File: src/common/adc_pkg.sv
/*
 * Shared constants and types for the converter sequencing control:
 * register indices, field positions, reset values, rate codes and timing.
 * Assumes a 125 MHz register clock and 32-bit APB data.
 */
package adc_pkg;
    // ------------------------------------------------------------
    // register map (index; byte address is four times the index)
    // ------------------------------------------------------------
    localparam logic [7:0] IDX_RESULT_LOW = 8'h6F;
    localparam logic [7:0] IDX_RESULT_HIGH = 8'h70;
    localparam logic [7:0] IDX_CONTROL = 8'h71;
    localparam logic [11:0] ADDR_RESULT_LOW = {2'h0, IDX_RESULT_LOW, 2'h0};
    localparam logic [11:0] ADDR_RESULT_HIGH = {2'h0, IDX_RESULT_HIGH, 2'h0};
    localparam logic [11:0] ADDR_CONTROL = {2'h0, IDX_CONTROL, 2'h0};

    // ------------------------------------------------------------
    // control/status fields
    // ------------------------------------------------------------
    localparam int DONE_BIT = 7;
    localparam int SPEED_BIT = 6;
    localparam int ON_BIT = 5;
    localparam int SLOW_BIT = 4;
    localparam int CHAN_LSB = 0;
    localparam logic [7:0] CONTROL_WR_MASK = 8'h77;
    localparam logic [7:0] CONTROL_RESET = 8'h00;
    localparam logic [7:0] RESULT_RESET = 8'h00;

    // ------------------------------------------------------------
    // result codes
    // ------------------------------------------------------------
    localparam logic [9:0] RESULT_MAX = 10'h3FF;
    localparam logic [9:0] RESULT_MIN = 10'h000;
    localparam logic [9:0] TRIAL_FIRST = 10'h200;
    localparam logic [3:0] TRIAL_TOP_BIT = 4'h9;

    // ------------------------------------------------------------
    // rate select codes, {slow, speed}
    // ------------------------------------------------------------
    localparam logic [1:0] RATE_FULL = 2'h1;
    localparam logic [1:0] RATE_HALF_F = 2'h3;
    localparam logic [1:0] RATE_DIV2 = 2'h0;
    localparam logic [1:0] RATE_DIV4 = 2'h2;

    // ------------------------------------------------------------
    // timing
    // ------------------------------------------------------------
    localparam logic [1:0] SAMPLE_TICKS = 2'h3;
    localparam int CLK_PERIOD_NS = 8;
    localparam int WAKE_SETTLE_NS = 1000;
    localparam int WAKE_SETTLE_CYCLES = (WAKE_SETTLE_NS + CLK_PERIOD_NS - 1) / CLK_PERIOD_NS;

    typedef enum logic [2:0] {
        SAR_IDLE = 3'h1,
        SAR_SAMPLE = 3'h2,
        SAR_CONVERT = 3'h4
    } sar_state_t;
endpackage

File: src/core/adc_sequencing_control.sv
/*
 * Converter sequencing control: APB register file, rate divider, SAR
 * sequencer, done flag, result lock and low-power handling.
 * Assumes an analog core that samples on sample_hold, compares against
 * trial_code and reports over/under range; APB master per AMBA.
 */
`timescale 1ns/1ps
module adc_sequencing_control (
    input wire logic pclk,
    input wire logic presetn,
    input wire logic psel,
    input wire logic penable,
    input wire logic pwrite,
    input wire logic [11:0] paddr,
    input wire logic [31:0] pwdata,
    input wire logic [3:0] pstrb,
    output logic [31:0] prdata,
    output logic pready,
    output logic pslverr,
    output logic [2:0] channel_select,
    output logic converter_enable,
    output logic sample_hold,
    output logic [9:0] trial_code,
    input wire logic comp_high,
    input wire logic over_range,
    input wire logic under_range,
    input wire logic halt_mode
);
    // ------------------------------------------------------------
    // state
    // ------------------------------------------------------------
    logic [7:0] control;
    logic done_flag;
    logic [7:0] result_high_byte;
    logic [7:0] result_low_bits;
    logic high_locked;
    logic [7:0] settle_count;
    logic settled;
    logic run;
    logic tick;
    logic sar_done;
    logic [9:0] sar_result;
    logic [1:0] rate;
    logic converter_on;

    // ------------------------------------------------------------
    // bus decode
    // ------------------------------------------------------------
    logic setup;
    logic access;
    logic hit_low;
    logic hit_high;
    logic hit_control;
    logic mapped;
    logic rd_low;
    logic rd_high;
    logic wr_control;
    logic hold_high;

    assign setup = psel & ~penable;
    assign access = psel & penable;
    assign hit_low = (paddr == adc_pkg::ADDR_RESULT_LOW);
    assign hit_high = (paddr == adc_pkg::ADDR_RESULT_HIGH);
    assign hit_control = (paddr == adc_pkg::ADDR_CONTROL);
    assign mapped = hit_low | hit_high | hit_control;
    assign rd_low = access & ~pwrite & hit_low;
    assign rd_high = access & ~pwrite & hit_high;
    assign wr_control = access & pwrite & hit_control & pstrb[0];

    // zero wait states; data is captured in setup so it comes from a flop
    assign pready = 1'b1;
    assign pslverr = access & ~mapped;

    always_ff @(posedge pclk or negedge presetn) begin
        if (!presetn) begin
            prdata <= 32'h0000_0000;
        end else if (setup && !pwrite) begin
            if (hit_low) begin
                prdata <= {24'h00_0000, result_low_bits};
            end else if (hit_high) begin
                prdata <= {24'h00_0000, result_high_byte};
            end else if (hit_control) begin
                prdata <= {24'h00_0000, done_flag, control[6:0]};
            end else begin
                prdata <= 32'h0000_0000;
            end
        end
    end

    // ------------------------------------------------------------
    // control register
    // ------------------------------------------------------------
    // zero after reset
    // done bit and bit 3 not stored
    always_ff @(posedge pclk or negedge presetn) begin
        if (!presetn) begin
            control <= adc_pkg::CONTROL_RESET;
        end else if (wr_control) begin
            control <= pwdata[7:0] & adc_pkg::CONTROL_WR_MASK;
        end
    end

    // channel code straight to the mux
    assign channel_select = control[adc_pkg::CHAN_LSB +: 3];
    assign converter_on = control[adc_pkg::ON_BIT];
    assign rate = {control[adc_pkg::SLOW_BIT], control[adc_pkg::SPEED_BIT]};

    // ------------------------------------------------------------
    // low power
    // ------------------------------------------------------------
    // hold off after halt until the settle count runs out
    always_ff @(posedge pclk or negedge presetn) begin
        if (!presetn) begin
            settle_count <= 8'h00;
        end else if (halt_mode) begin
            settle_count <= 8'(adc_pkg::WAKE_SETTLE_CYCLES);
        end else if (settle_count != 8'h00) begin
            settle_count <= settle_count - 8'h01;
        end
    end
    assign settled = (settle_count == 8'h00);

    // wait mode has no term here, converter keeps going
    assign run = converter_on & ~halt_mode & settled;
    assign converter_enable = run;

    // ------------------------------------------------------------
    // converter clock and sequencer
    // ------------------------------------------------------------
    // rate is assumed stable while running
    rate_divider u_rate (
        .pclk(pclk),
        .presetn(presetn),
        .run(run),
        .rate(rate),
        .tick(tick)
    );

    sar_sequencer u_sar (
        .pclk(pclk),
        .presetn(presetn),
        .run(run),
        .tick(tick),
        .comp_high(comp_high),
        .over_range(over_range),
        .under_range(under_range),
        .sample_hold(sample_hold),
        .trial_code(trial_code),
        .done(sar_done),
        .result(sar_result)
    );

    // ------------------------------------------------------------
    // done flag
    // ------------------------------------------------------------
    // set on completion, set wins over a clear
    // cleared by high read or control write
    // the flag is the only completion signal
    always_ff @(posedge pclk or negedge presetn) begin
        if (!presetn) begin
            done_flag <= 1'b0;
        end else if (sar_done) begin
            done_flag <= 1'b1;
        end else if (rd_high || wr_control) begin
            done_flag <= 1'b0;
        end
    end

    // ------------------------------------------------------------
    // result registers and lock
    // ------------------------------------------------------------
    // low read locks, high read unlocks
    always_ff @(posedge pclk or negedge presetn) begin
        if (!presetn) begin
            high_locked <= 1'b0;
        end else if (rd_low) begin
            high_locked <= 1'b1;
        end else if (rd_high) begin
            high_locked <= 1'b0;
        end
    end

    // freeze already in the setup cycle of a low read; its access cycle is not held, so a result landing then splits the pair
    assign hold_high = high_locked | (setup & ~pwrite & hit_low);

    always_ff @(posedge pclk or negedge presetn) begin
        if (!presetn) begin
            result_high_byte <= adc_pkg::RESULT_RESET;
        end else if (sar_done && !hold_high) begin
            result_high_byte <= sar_result[9:2];
        end
    end

    always_ff @(posedge pclk or negedge presetn) begin
        if (!presetn) begin
            result_low_bits <= adc_pkg::RESULT_RESET;
        end else if (sar_done) begin
            result_low_bits <= {6'h00, sar_result[1:0]};
        end
    end
endmodule

File: src/core/rate_divider.sv
/*
 * Converter clock enable from the bus clock, selected by the rate code.
 * Assumes rate is stable while run is high.
 */
`timescale 1ns/1ps
module rate_divider (
    input wire logic pclk,
    input wire logic presetn,
    input wire logic run,
    input wire logic [1:0] rate,
    output logic tick
);
    logic [1:0] count;

    // counter restarts while stopped, so the first tick is predictable
    always_ff @(posedge pclk or negedge presetn) begin
        if (!presetn) begin
            count <= 2'h0;
        end else if (!run) begin
            count <= 2'h0;
        end else begin
            count <= count + 2'h1;
        end
    end

    always_comb begin
        case (rate)
            adc_pkg::RATE_FULL: tick = run;
            adc_pkg::RATE_HALF_F: tick = run & count[0];
            adc_pkg::RATE_DIV2: tick = run & count[0];
            adc_pkg::RATE_DIV4: tick = run & (count == 2'h3);
            default: tick = 1'b0;
        endcase
    end
endmodule

File: src/core/sar_sequencer.sv
/*
 * Successive approximation sequencer: sample, ten bit trials, repeat.
 * Assumes comp_high is the analog comparator (input at or above trial).
 */
`timescale 1ns/1ps
module sar_sequencer (
    input wire logic pclk,
    input wire logic presetn,
    input wire logic run,
    input wire logic tick,
    input wire logic comp_high,
    input wire logic over_range,
    input wire logic under_range,
    output logic sample_hold,
    output logic [9:0] trial_code,
    output logic done,
    output logic [9:0] result
);
    adc_pkg::sar_state_t state;
    logic [1:0] sample_count;
    logic [3:0] bit_idx;
    logic [9:0] next_code;

    always_comb begin
        next_code = trial_code;
        next_code[bit_idx] = comp_high;
        if (bit_idx != 4'h0) begin
            next_code[bit_idx - 4'h1] = 1'b1;
        end
    end

    always_ff @(posedge pclk or negedge presetn) begin
        if (!presetn) begin
            state <= adc_pkg::SAR_IDLE;
            sample_count <= 2'h0;
            bit_idx <= 4'h0;
            trial_code <= adc_pkg::RESULT_MIN;
            done <= 1'b0;
            result <= adc_pkg::RESULT_MIN;
        end else begin
            done <= 1'b0;
            // stop at once, partial result dropped
            if (!run) begin
                state <= adc_pkg::SAR_IDLE;
            end else begin
                case (state)
                    adc_pkg::SAR_IDLE: begin
                        state <= adc_pkg::SAR_SAMPLE;
                        sample_count <= 2'h0;
                    end
                    adc_pkg::SAR_SAMPLE: begin
                        if (tick) begin
                            sample_count <= sample_count + 2'h1;
                            if (sample_count == adc_pkg::SAMPLE_TICKS - 2'h1) begin
                                state <= adc_pkg::SAR_CONVERT;
                                trial_code <= adc_pkg::TRIAL_FIRST;
                                bit_idx <= adc_pkg::TRIAL_TOP_BIT;
                            end
                        end
                    end
                    adc_pkg::SAR_CONVERT: begin
                        if (tick) begin
                            trial_code <= next_code;
                            bit_idx <= bit_idx - 4'h1;
                            if (bit_idx == 4'h0) begin
                                if (over_range) begin
                                    result <= adc_pkg::RESULT_MAX;
                                end else if (under_range) begin
                                    result <= adc_pkg::RESULT_MIN;
                                end else begin
                                    result <= next_code;
                                end
                                done <= 1'b1;
                                state <= adc_pkg::SAR_SAMPLE;
                                sample_count <= 2'h0;
                            end
                        end
                    end
                    default: state <= adc_pkg::SAR_IDLE;
                endcase
            end
        end
    end

    assign sample_hold = (state == adc_pkg::SAR_SAMPLE);
endmodule

File: config.mk
export PLATFORM = sky130hd
export DESIGN_NAME = adc_sequencing_control
export DESIGN_NICKNAME = d
export VERILOG_FILES = /design/src/common/adc_pkg.sv /design/src/core/adc_sequencing_control.sv /design/src/core/rate_divider.sv /design/src/core/sar_sequencer.sv
export SDC_FILE = /design/constraint.sdc
export NUM_CORES = 1
export LEC_CHECK = 0
export BUFFER_PORTS_ARGS = -buffer_cell sky130_fd_sc_hd__buf_4
export CAP_MARGIN = 20
export CORE_UTILIZATION = 53
export CTS_CLUSTER_DIAMETER = 120
export DETAILED_ROUTE_END_ITERATION = 12
export GPL_TIMING_DRIVEN = 0
export PLACE_DENSITY = 0.81
export SYNTH_ARGS = -nofsm -noshare
export SYNTH_HDL_FRONTEND = slang
export SYNTH_SLANG_ARGS = --single-unit
File: constraint.sdc
create_clock -name pclk -period 2.4 [get_ports pclk]
set_input_delay 0.12 -clock pclk [delete_from_list [all_inputs] [get_ports pclk]]
set_output_delay 0.12 -clock pclk [all_outputs]
set_load 0.01 [all_outputs]
## Yosys cells after proc, flatten, opt, wreduce, memory -nomap -nowiden

Cells that the tools add are included.

- Output and inout port bits: 49
- Register bits after elaboration: 90

- Mux-type cells: 41
- Add/subtract/negate cells: 4
- $lt $le $gt $ge: 4
- Bitwise operators: 23
- Reductions and logical operators: 22
- Equal/unequal tests: 19

Operator list:

| cell | number |
|---|---|
| 32-bit two-way mux | 2 |
| 10-bit two-way mux | 6 |
| 12-bit by 9-bit equality test with 1-bit output, second input constant | 3 |
| 8-bit two-way mux | 3 |
| 10-bit one-hot mux with 2 select lines | 1 |
| 1-bit AND | 15 |
| 3-bit two-way mux | 5 |
| 4-bit two-way mux | 3 |
| 10-bit bitwise mux | 1 |
| 4-bit by 5-bit less-than comparator with 1-bit output, second input constant | 2 |
| 1-bit two-way mux | 10 |
| 10-bit OR | 1 |
| 5-bit AND reduction | 2 |
| 3-bit one-hot mux with 3 select lines | 1 |
| 1-bit demux with 4-bit select | 2 |
| 2-bit equality test, second input constant | 4 |
| 4-bit by 1-bit greater-or-equal comparator with 1-bit output, second input constant | 2 |
| 8-bit logical NOT | 1 |
| 2-bit two-way mux | 4 |
| 4-bit one-hot mux with 2 select lines | 1 |
| 4-bit AND reduction | 2 |
| 2-bit nonzero test | 4 |
| 8-bit nonzero test | 1 |
| 8-bit by 1-bit subtractor with 8-bit output, second input constant | 1 |
| 22 further kinds | 36 |

## Logic depth before layout (Yosys ltp)

- Depth in word-level cells: 9
- Depth in mapped cells: 9
- Gate-level depth less buffers: 8

## Hierarchy

Synthesis repeated with hierarchy kept, for this count alone.

- Cell total of the unflattened synthesis: 368
- Area total of the unflattened synthesis: 3718.6 um2

By module, submodules not included:

| module | area an instance (um2) | cells each | times used |
|---|---|---|---|
| adc_sequencing_control | 1814.2 | 166 | 1 |
| sar_sequencer | 1803.0 | 194 | 1 |
| rate_divider | 101.3 | 8 | 1 |

## Least setup slack after synthesis

Ideal clock, no wire load.

- Kind: reg2reg
- Start point: register settle_count[0]
- End point: register u_sar.bit_idx[2]
- Period minus slack after synthesis: 2.207 ns
- Setup slack: 0.193 ns
- Library setup time: 0.136 ns
- Buffers on the path: 2
- Cell stages (with the launch flop): 10
- Arrival time: 2.071 ns
- Data required time: 2.264 ns
- Cell sequence: dfrtp_1 -> inv_1 -> ha_1 -> nor4b_4 -> nand3_2 -> or4b_1 -> buf_2 -> buf_6 -> o21ai_2 -> o31ai_2

- Longest elaborated chain between the ends: 6
- Elaborated cells between the ends (all ways): 8
- Classes of those cells: eq/ne: 2; mux: 1; bitwise: 3; reduce/logical: 2

Ends and longest elaborated chain:

| item | RTL line | text |
|---|---|---|
| start, declared | adc_sequencing_control.sv:37 | `logic [7:0] settle_count;` |
| start signal, assigned | adc_sequencing_control.sv:116 | `settle_count <= 8'(adc_pkg::WAKE_SETTLE_CYCLES);` |
| start signal, assigned | adc_sequencing_control.sv:118 | `settle_count <= settle_count - 8'h01;` |
| 8-bit logical NOT (*) | adc_sequencing_control.sv:121 | `assign settled = (settle_count == 8'h00);` |
| 1-bit AND (*) | adc_sequencing_control.sv:124 | `assign run = converter_on & ~halt_mode & settled;` |
| 1-bit AND (on tied branches) | rate_divider.sv:31, rate_divider.sv:29, rate_divider.sv:30 |  |
| 1-bit one-hot mux with 3 select lines | rate_divider.sv:27 | `case (rate)` |
| 2-bit != test (no line) or 2-bit by 1-bit != test with 1-bit output (tied branches) | -- |  |
| 5-bit AND reduction (no line) (*) | -- |  |
| end signal, assigned | sar_sequencer.sv:57 | `bit_idx <= adc_pkg::TRIAL_TOP_BIT;` |
| end signal, assigned | sar_sequencer.sv:64 | `bit_idx <= bit_idx - 4'h1;` |
| end, declared | sar_sequencer.sv:21 | `logic [3:0] bit_idx;` |

Mark *: on every way between the ends. The rest lies on a longest branch, timed or not.
A chain may end at the register's enable or synchronous reset.

## Worst setup path in the final report

- Start point: register settle_count[1]
- End point: register u_sar.bit_idx[2]

The elaborated chain is that of the path after synthesis.

==> impl_results.html <==
<table>
<tr><th>Metric</th><th>Value</th></tr>
<tr><th colspan="2">Critical path</th></tr>
<tr><td>Category of the worst setup path launch point</td><td>flop</td></tr>
<tr><td>End of the worst register-to-register path</td><td>u_sar.bit_idx[2]</td></tr>
<tr><td>Setup slack, reg-to-reg</td><td>0.12 ns</td></tr>
<tr><td>Required time reported for the critical path endpoint</td><td>2.61 ns</td></tr>
<tr><td>Reg-to-reg critical path startpoint</td><td>settle_count[1]</td></tr>
<tr><td>Critical path arrival</td><td>2.49 ns</td></tr>
<tr><td>Type of the worst setup path</td><td>flop to flop</td></tr>
<tr><td>Worst Setup End Kind</td><td>flop</td></tr>
<tr><td>Critical path fanouts, max</td><td>10</td></tr>
<tr><td>Number of cell instances on the worst register-to-register path</td><td>9</td></tr>
<tr><th colspan="2">Clock tree</th></tr>
<tr><td>Clock latency on the worst-skew pair</td><td>between 0.3 and 0.4 ns</td></tr>
<tr><td>Clock input transition at the sequential cells of the worst setup and hold paths</td><td>0.07 ns</td></tr>
<tr><td>Total clock sinks</td><td>66</td></tr>
<tr><td>CTS root buf</td><td>clkbuf_8</td></tr>
<tr><td>CTS tree</td><td>built</td></tr>
<tr><td>Maximum buffer depth of the clock tree</td><td>2</td></tr>
<tr><td>Total number of H-tree levels</td><td>3</td></tr>
<tr><td>Number of clock buffers inserted by TritonCTS</td><td>9</td></tr>
<tr><th colspan="2">Drt</th></tr>
<tr><td>DRC violation count after routing</td><td>0</td></tr>
<tr><td>DRT antenna net count</td><td>0</td></tr>
<tr><td>Post-DR wirelength/cell</td><td>about 15 um</td></tr>
<tr><td>Total via count in the routed design</td><td>3061</td></tr>
<tr><td>Post-DR vias/cell</td><td>5.41</td></tr>
<tr><td>1st-pass router iterations</td><td>4</td></tr>
<tr><td>Initial DRC count</td><td>roughly 190</td></tr>
<tr><td>Aggregate routed wire length</td><td>8.57 mm</td></tr>
<tr><th colspan="2">GRT</th></tr>
<tr><td>Aggregate global routing overflow</td><td>0</td></tr>
<tr><td>Largest net degree at the start of global routing</td><td>67</td></tr>
<tr><td>Vias in the first global route</td><td>2947</td></tr>
<tr><td>Global-route wire length before repair</td><td>13.9 mm</td></tr>
<tr><td>Global-route total usage across every layer</td><td>24.4%</td></tr>
<tr><td>Number of antenna violations at the first check in global routing</td><td>0</td></tr>
<tr><th colspan="2">Cells and area</th></tr>
<tr><td>Number of antenna repair diodes</td><td>0</td></tr>
<tr><td>Layout area overhead</td><td>21.6%</td></tr>
<tr><td>Number of fill cells in the layout</td><td>572</td></tr>
<tr><td>Final Net Count</td><td>between 500 and 600</td></tr>
<tr><td>Layout cell share with drive strength beyond 1</td><td>30.2%</td></tr>
<tr><td>Utilization after layout</td><td>66.8%</td></tr>
<tr><td>Final standard cell count with taps included and fillers excluded</td><td>566</td></tr>
<tr><th colspan="2">Timing</th></tr>
<tr><td>Clock skew</td><td>just over 0.008 ns</td></tr>
<tr><td>Final count of pins violating max slew</td><td>0</td></tr>
<tr><td>Total of endpoints with negative setup slack in the final report</td><td>0</td></tr>
<tr><td>Worst Tran Pin Value</td><td>0.813 ns</td></tr>
<tr><td>Post-route minimum period</td><td>between 2 and 2.5 ns</td></tr>
<tr><td>Final critical-path share of the clock period</td><td>94.9%</td></tr>
<tr><td>Fmax</td><td>0.439 GHz</td></tr>
<tr><td>Max-slew headroom</td><td>a little under half</td></tr>
<tr><td>Hold Violations, Final</td><td>0</td></tr>
<tr><td>Total Neg Setup Slack</td><td>0 ns</td></tr>
<tr><th colspan="2">Min path</th></tr>
<tr><td>Source of the worst hold timing path</td><td>pwdata[2]</td></tr>
<tr><td>Hold-critical path depth</td><td>2</td></tr>
<tr><td>Kind of path behind the tightest hold check</td><td>primary input to flop</td></tr>
<tr><td>Hold EP</td><td>control[2]</td></tr>
<tr><th colspan="2">Synth</th></tr>
<tr><td>#FFs+latches synth</td><td>66</td></tr>
<tr><td>Yosys warning count</td><td>0</td></tr>
<tr><td>Most used DFF post-synth</td><td>dfrtp_1</td></tr>
<tr><td>Synthesized netlist cell count</td><td>380</td></tr>
<tr><td>Number of unique standard cell types used by synthesis</td><td>63</td></tr>
<tr><td>Post-synthesis cell area</td><td>0.00375 mm2</td></tr>
<tr><td>Average cell area after synthesis</td><td>about 10 um2</td></tr>
<tr><td>EDFF count, synth</td><td>0</td></tr>
<tr><td>Share of the yosys chip area belonging to registers</td><td>44.0%</td></tr>
<tr><td>Proportion of register bits with asynchronous set or reset after synthesis</td><td>100%</td></tr>
<tr><th colspan="2">Status</th></tr>
<tr><td>Run status</td><td>finished clean</td></tr>
<tr><th colspan="2">Floorplanning</th></tr>
<tr><td>Die Area</td><td>roughly 0.0074 mm2</td></tr>
<tr><td>Cell Rows</td><td>30</td></tr>
<tr><td>Die Span Y</td><td>86.2 um</td></tr>
<tr><td>Initial Util</td><td>55.0%</td></tr>
<tr><td>Standard cell core area</td><td>0.00683 mm2</td></tr>
<tr><td>Number of top-level pins</td><td>106</td></tr>
<tr><td>Die X-Extent</td><td>86.2 um</td></tr>
<tr><th colspan="2">Placed design</th></tr>
<tr><td>Inst Count DP</td><td>547</td></tr>
<tr><td>Last weighted congestion value of the routability-driven placer</td><td>0.839</td></tr>
<tr><td>Half-perimeter wire length of the detailed placement result</td><td>5.86 mm</td></tr>
<tr><td>I/O Buffers</td><td>48</td></tr>
<tr><th colspan="2">Flow run</th></tr>
<tr><td>Max cap viols</td><td>0</td></tr>
<tr><th colspan="2">Power</th></tr>
<tr><td>LEAKAGE</td><td>2.24 nW</td></tr>
<tr><td>Peak ir drop on the vdd network</td><td>248 uV</td></tr>
<tr><td>Power after layout</td><td>0.00212 W</td></tr>
<tr><td>Power density over cell area</td><td>465 mW/mm2</td></tr>
</table>
[what timing repair did]
item / in CTS / in global routing
cloned: 0 / 0
resized for setup: 0 / 12
setup endpoints to repair: 3 / 22
hold buffers: 3 / 0
hold endpoints to repair: 67 / 0
pin swaps: 1 / 2
setup buffers: 1 / 1
[worst max-delay path, stage by stage (launching register included)]
cell     delay [ns]
dfrtp_1        0.39
inv_1          0.12
ha_4           0.16
nor4b_4        0.23
nand3_2        0.14
or4b_1         0.51
buf_4          0.20
buf_6          0.16
o21ai_2        0.15
o31ai_2        0.08
[flip-flops by register name, summed over array words and instances, names as in the netlist, 3 cells and up]
name	count
u_sar.bit_idx	4
prdata	8
settle_count	8
u_sar.result	10
result_high_byte	8
u_sar.state	3
control	6
u_sar.trial_code	10
[final cells by class]
| type | instances | area [um2] | area share, % |
|---|---|---|---|
| sequential | 66 | 1660 | 36.2 |
| timing repair buffer | 53 | 405 | 8.88 |
| clock inverter | 5 | 31.3 | 0.685 |
| tap | 96 | 120 | 2.63 |
| multi-input combinational | 276 | 1860 | 40.7 |
| buffer | 45 | 304 | 6.66 |
| inverter | 15 | 56.3 | 1.23 |
| clock buffer | 10 | 138 | 3.01 |
[how the worst max path moves through the flow]
| stage | from | endpoint |
|---|---|---|
| 2_1_floorplan | settle_count[0] | u_sar.bit_idx[2] |
| 3_3_place_gp | settle_count[0] | u_sar.bit_idx[2] |
| 4_1_cts | u_sar.bit_idx[1] | u_sar.sample_count[1] |
| 5_1_grt | settle_count[1] | u_sar.bit_idx[2] |
| 6_report | settle_count[1] | u_sar.bit_idx[2] |
| 3_5_place_dp | settle_count[0] | u_sar.bit_idx[2] |
[report_power, final]
part | internal [W] | leakage (nW) | switching, W | total, W
logic | 0.0000796 | 1.27 | 0.0000868 | 0.000166
clock network | 0.000393 | 0.0879 | 0.000437 | 0.000830
registers | 0.00112 | 0.878 | 0.00000746 | 0.00112
[logic make-up (layout without fill, tap and decap cells)]
logic type / after synthesis / in the layout / share of synthesized area [%]
and+or+nand+nor: 124 / 124 / 18.3
AOI/OAI and AO/OA: 81 / 81 / 14.5
DFF: 66 / 66 / 44.0
buffers and inverters: 61 / 128 / 9.60
muxes: 34 / 34 / 9.73
adders and majority gates: 9 / 9 / 3.00
xor gates and xnor gates: 3 / 3 / 0.700
other: 2 / 25 / 0.200
[per-stage QoR]
step | worst slack [ns] | area [um2] | hold WS [ns]
final | 0.121 | 4570 | 0.0104
after global routing | -0.00285 | 4570 | 0.00476
after CTS | 0.00603 | 4530 | 0.000237
after detailed placement | -0.0504 | 4320 | 0.267
after global placement | -0.00233 | 4320 | 0.262
after floorplan | 0.193 | 3840 | -0.176
[cells in the final DEF, fill, tap and decap left out, drive strengths merged, types with 3 or more instances in the layout]
master       synthesis  layout
buf                 35      85
dfrtp               65      65
nand2               31      31
nor2                29      29
conb                 2      25
a21oi               24      24
mux2                20      20
clkbuf              11      20
nor3                19      19
o21ai               18      18
inv                 15      15
mux2i               14      14
nand2b               9       9
ha                   9       9
nand3b               8       8
o31ai                8       8
a21o                 6       6
nor4b                6       6
o22a                 4       4
nand3                4       4
clkinv               0       4
nor3b                3       3
dlygate4sd3          0       3
[synth_stat cells (2+ instances only)]
cell      number  area, um2
nand3b_1       8       60.1
nand2_1       31        116
nor4b_1        5       43.8
buf_6          3       33.8
buf_2          3       15.0
mux2_2        19        214
nor3_2         3       30.0
a21oi_1       24        120
or2_2          2       12.5
mux2i_1       14        140
nand3_1        3       15.0
o21bai_1       2       15.0
xnor2_1        2       17.5
inv_1         15       56.3
nand4_1        2       12.5
dfrtp_1       65       1630
nor2_1        29        109
ha_1           9        113
clkbuf_1      11       41.3
nor3_1        16       80.1
o31ai_1        7       52.6
a21o_1         6       45.0
buf_4         28        210
o41ai_1        2       17.5
nor3b_1        3       22.5
o21ai_1        4       20.0
nand2b_1       9       56.3
conb_1         2       7.51
or3_1          2       12.5
o22a_1         4       35.0
a31oi_1        2       12.5
o21ai_0       13       65.1
and2_1         2       12.5
[layer usage]
metal	track usage, %	share of wire, %	vias up
met2	41.3	50	111
met5	0	0	-
met1	30.6	42	1469
li1	-	-	1466
met3	5.71	5.9	15
met4	9.09	1.5	0
Power figures use the tool's default switching activity.
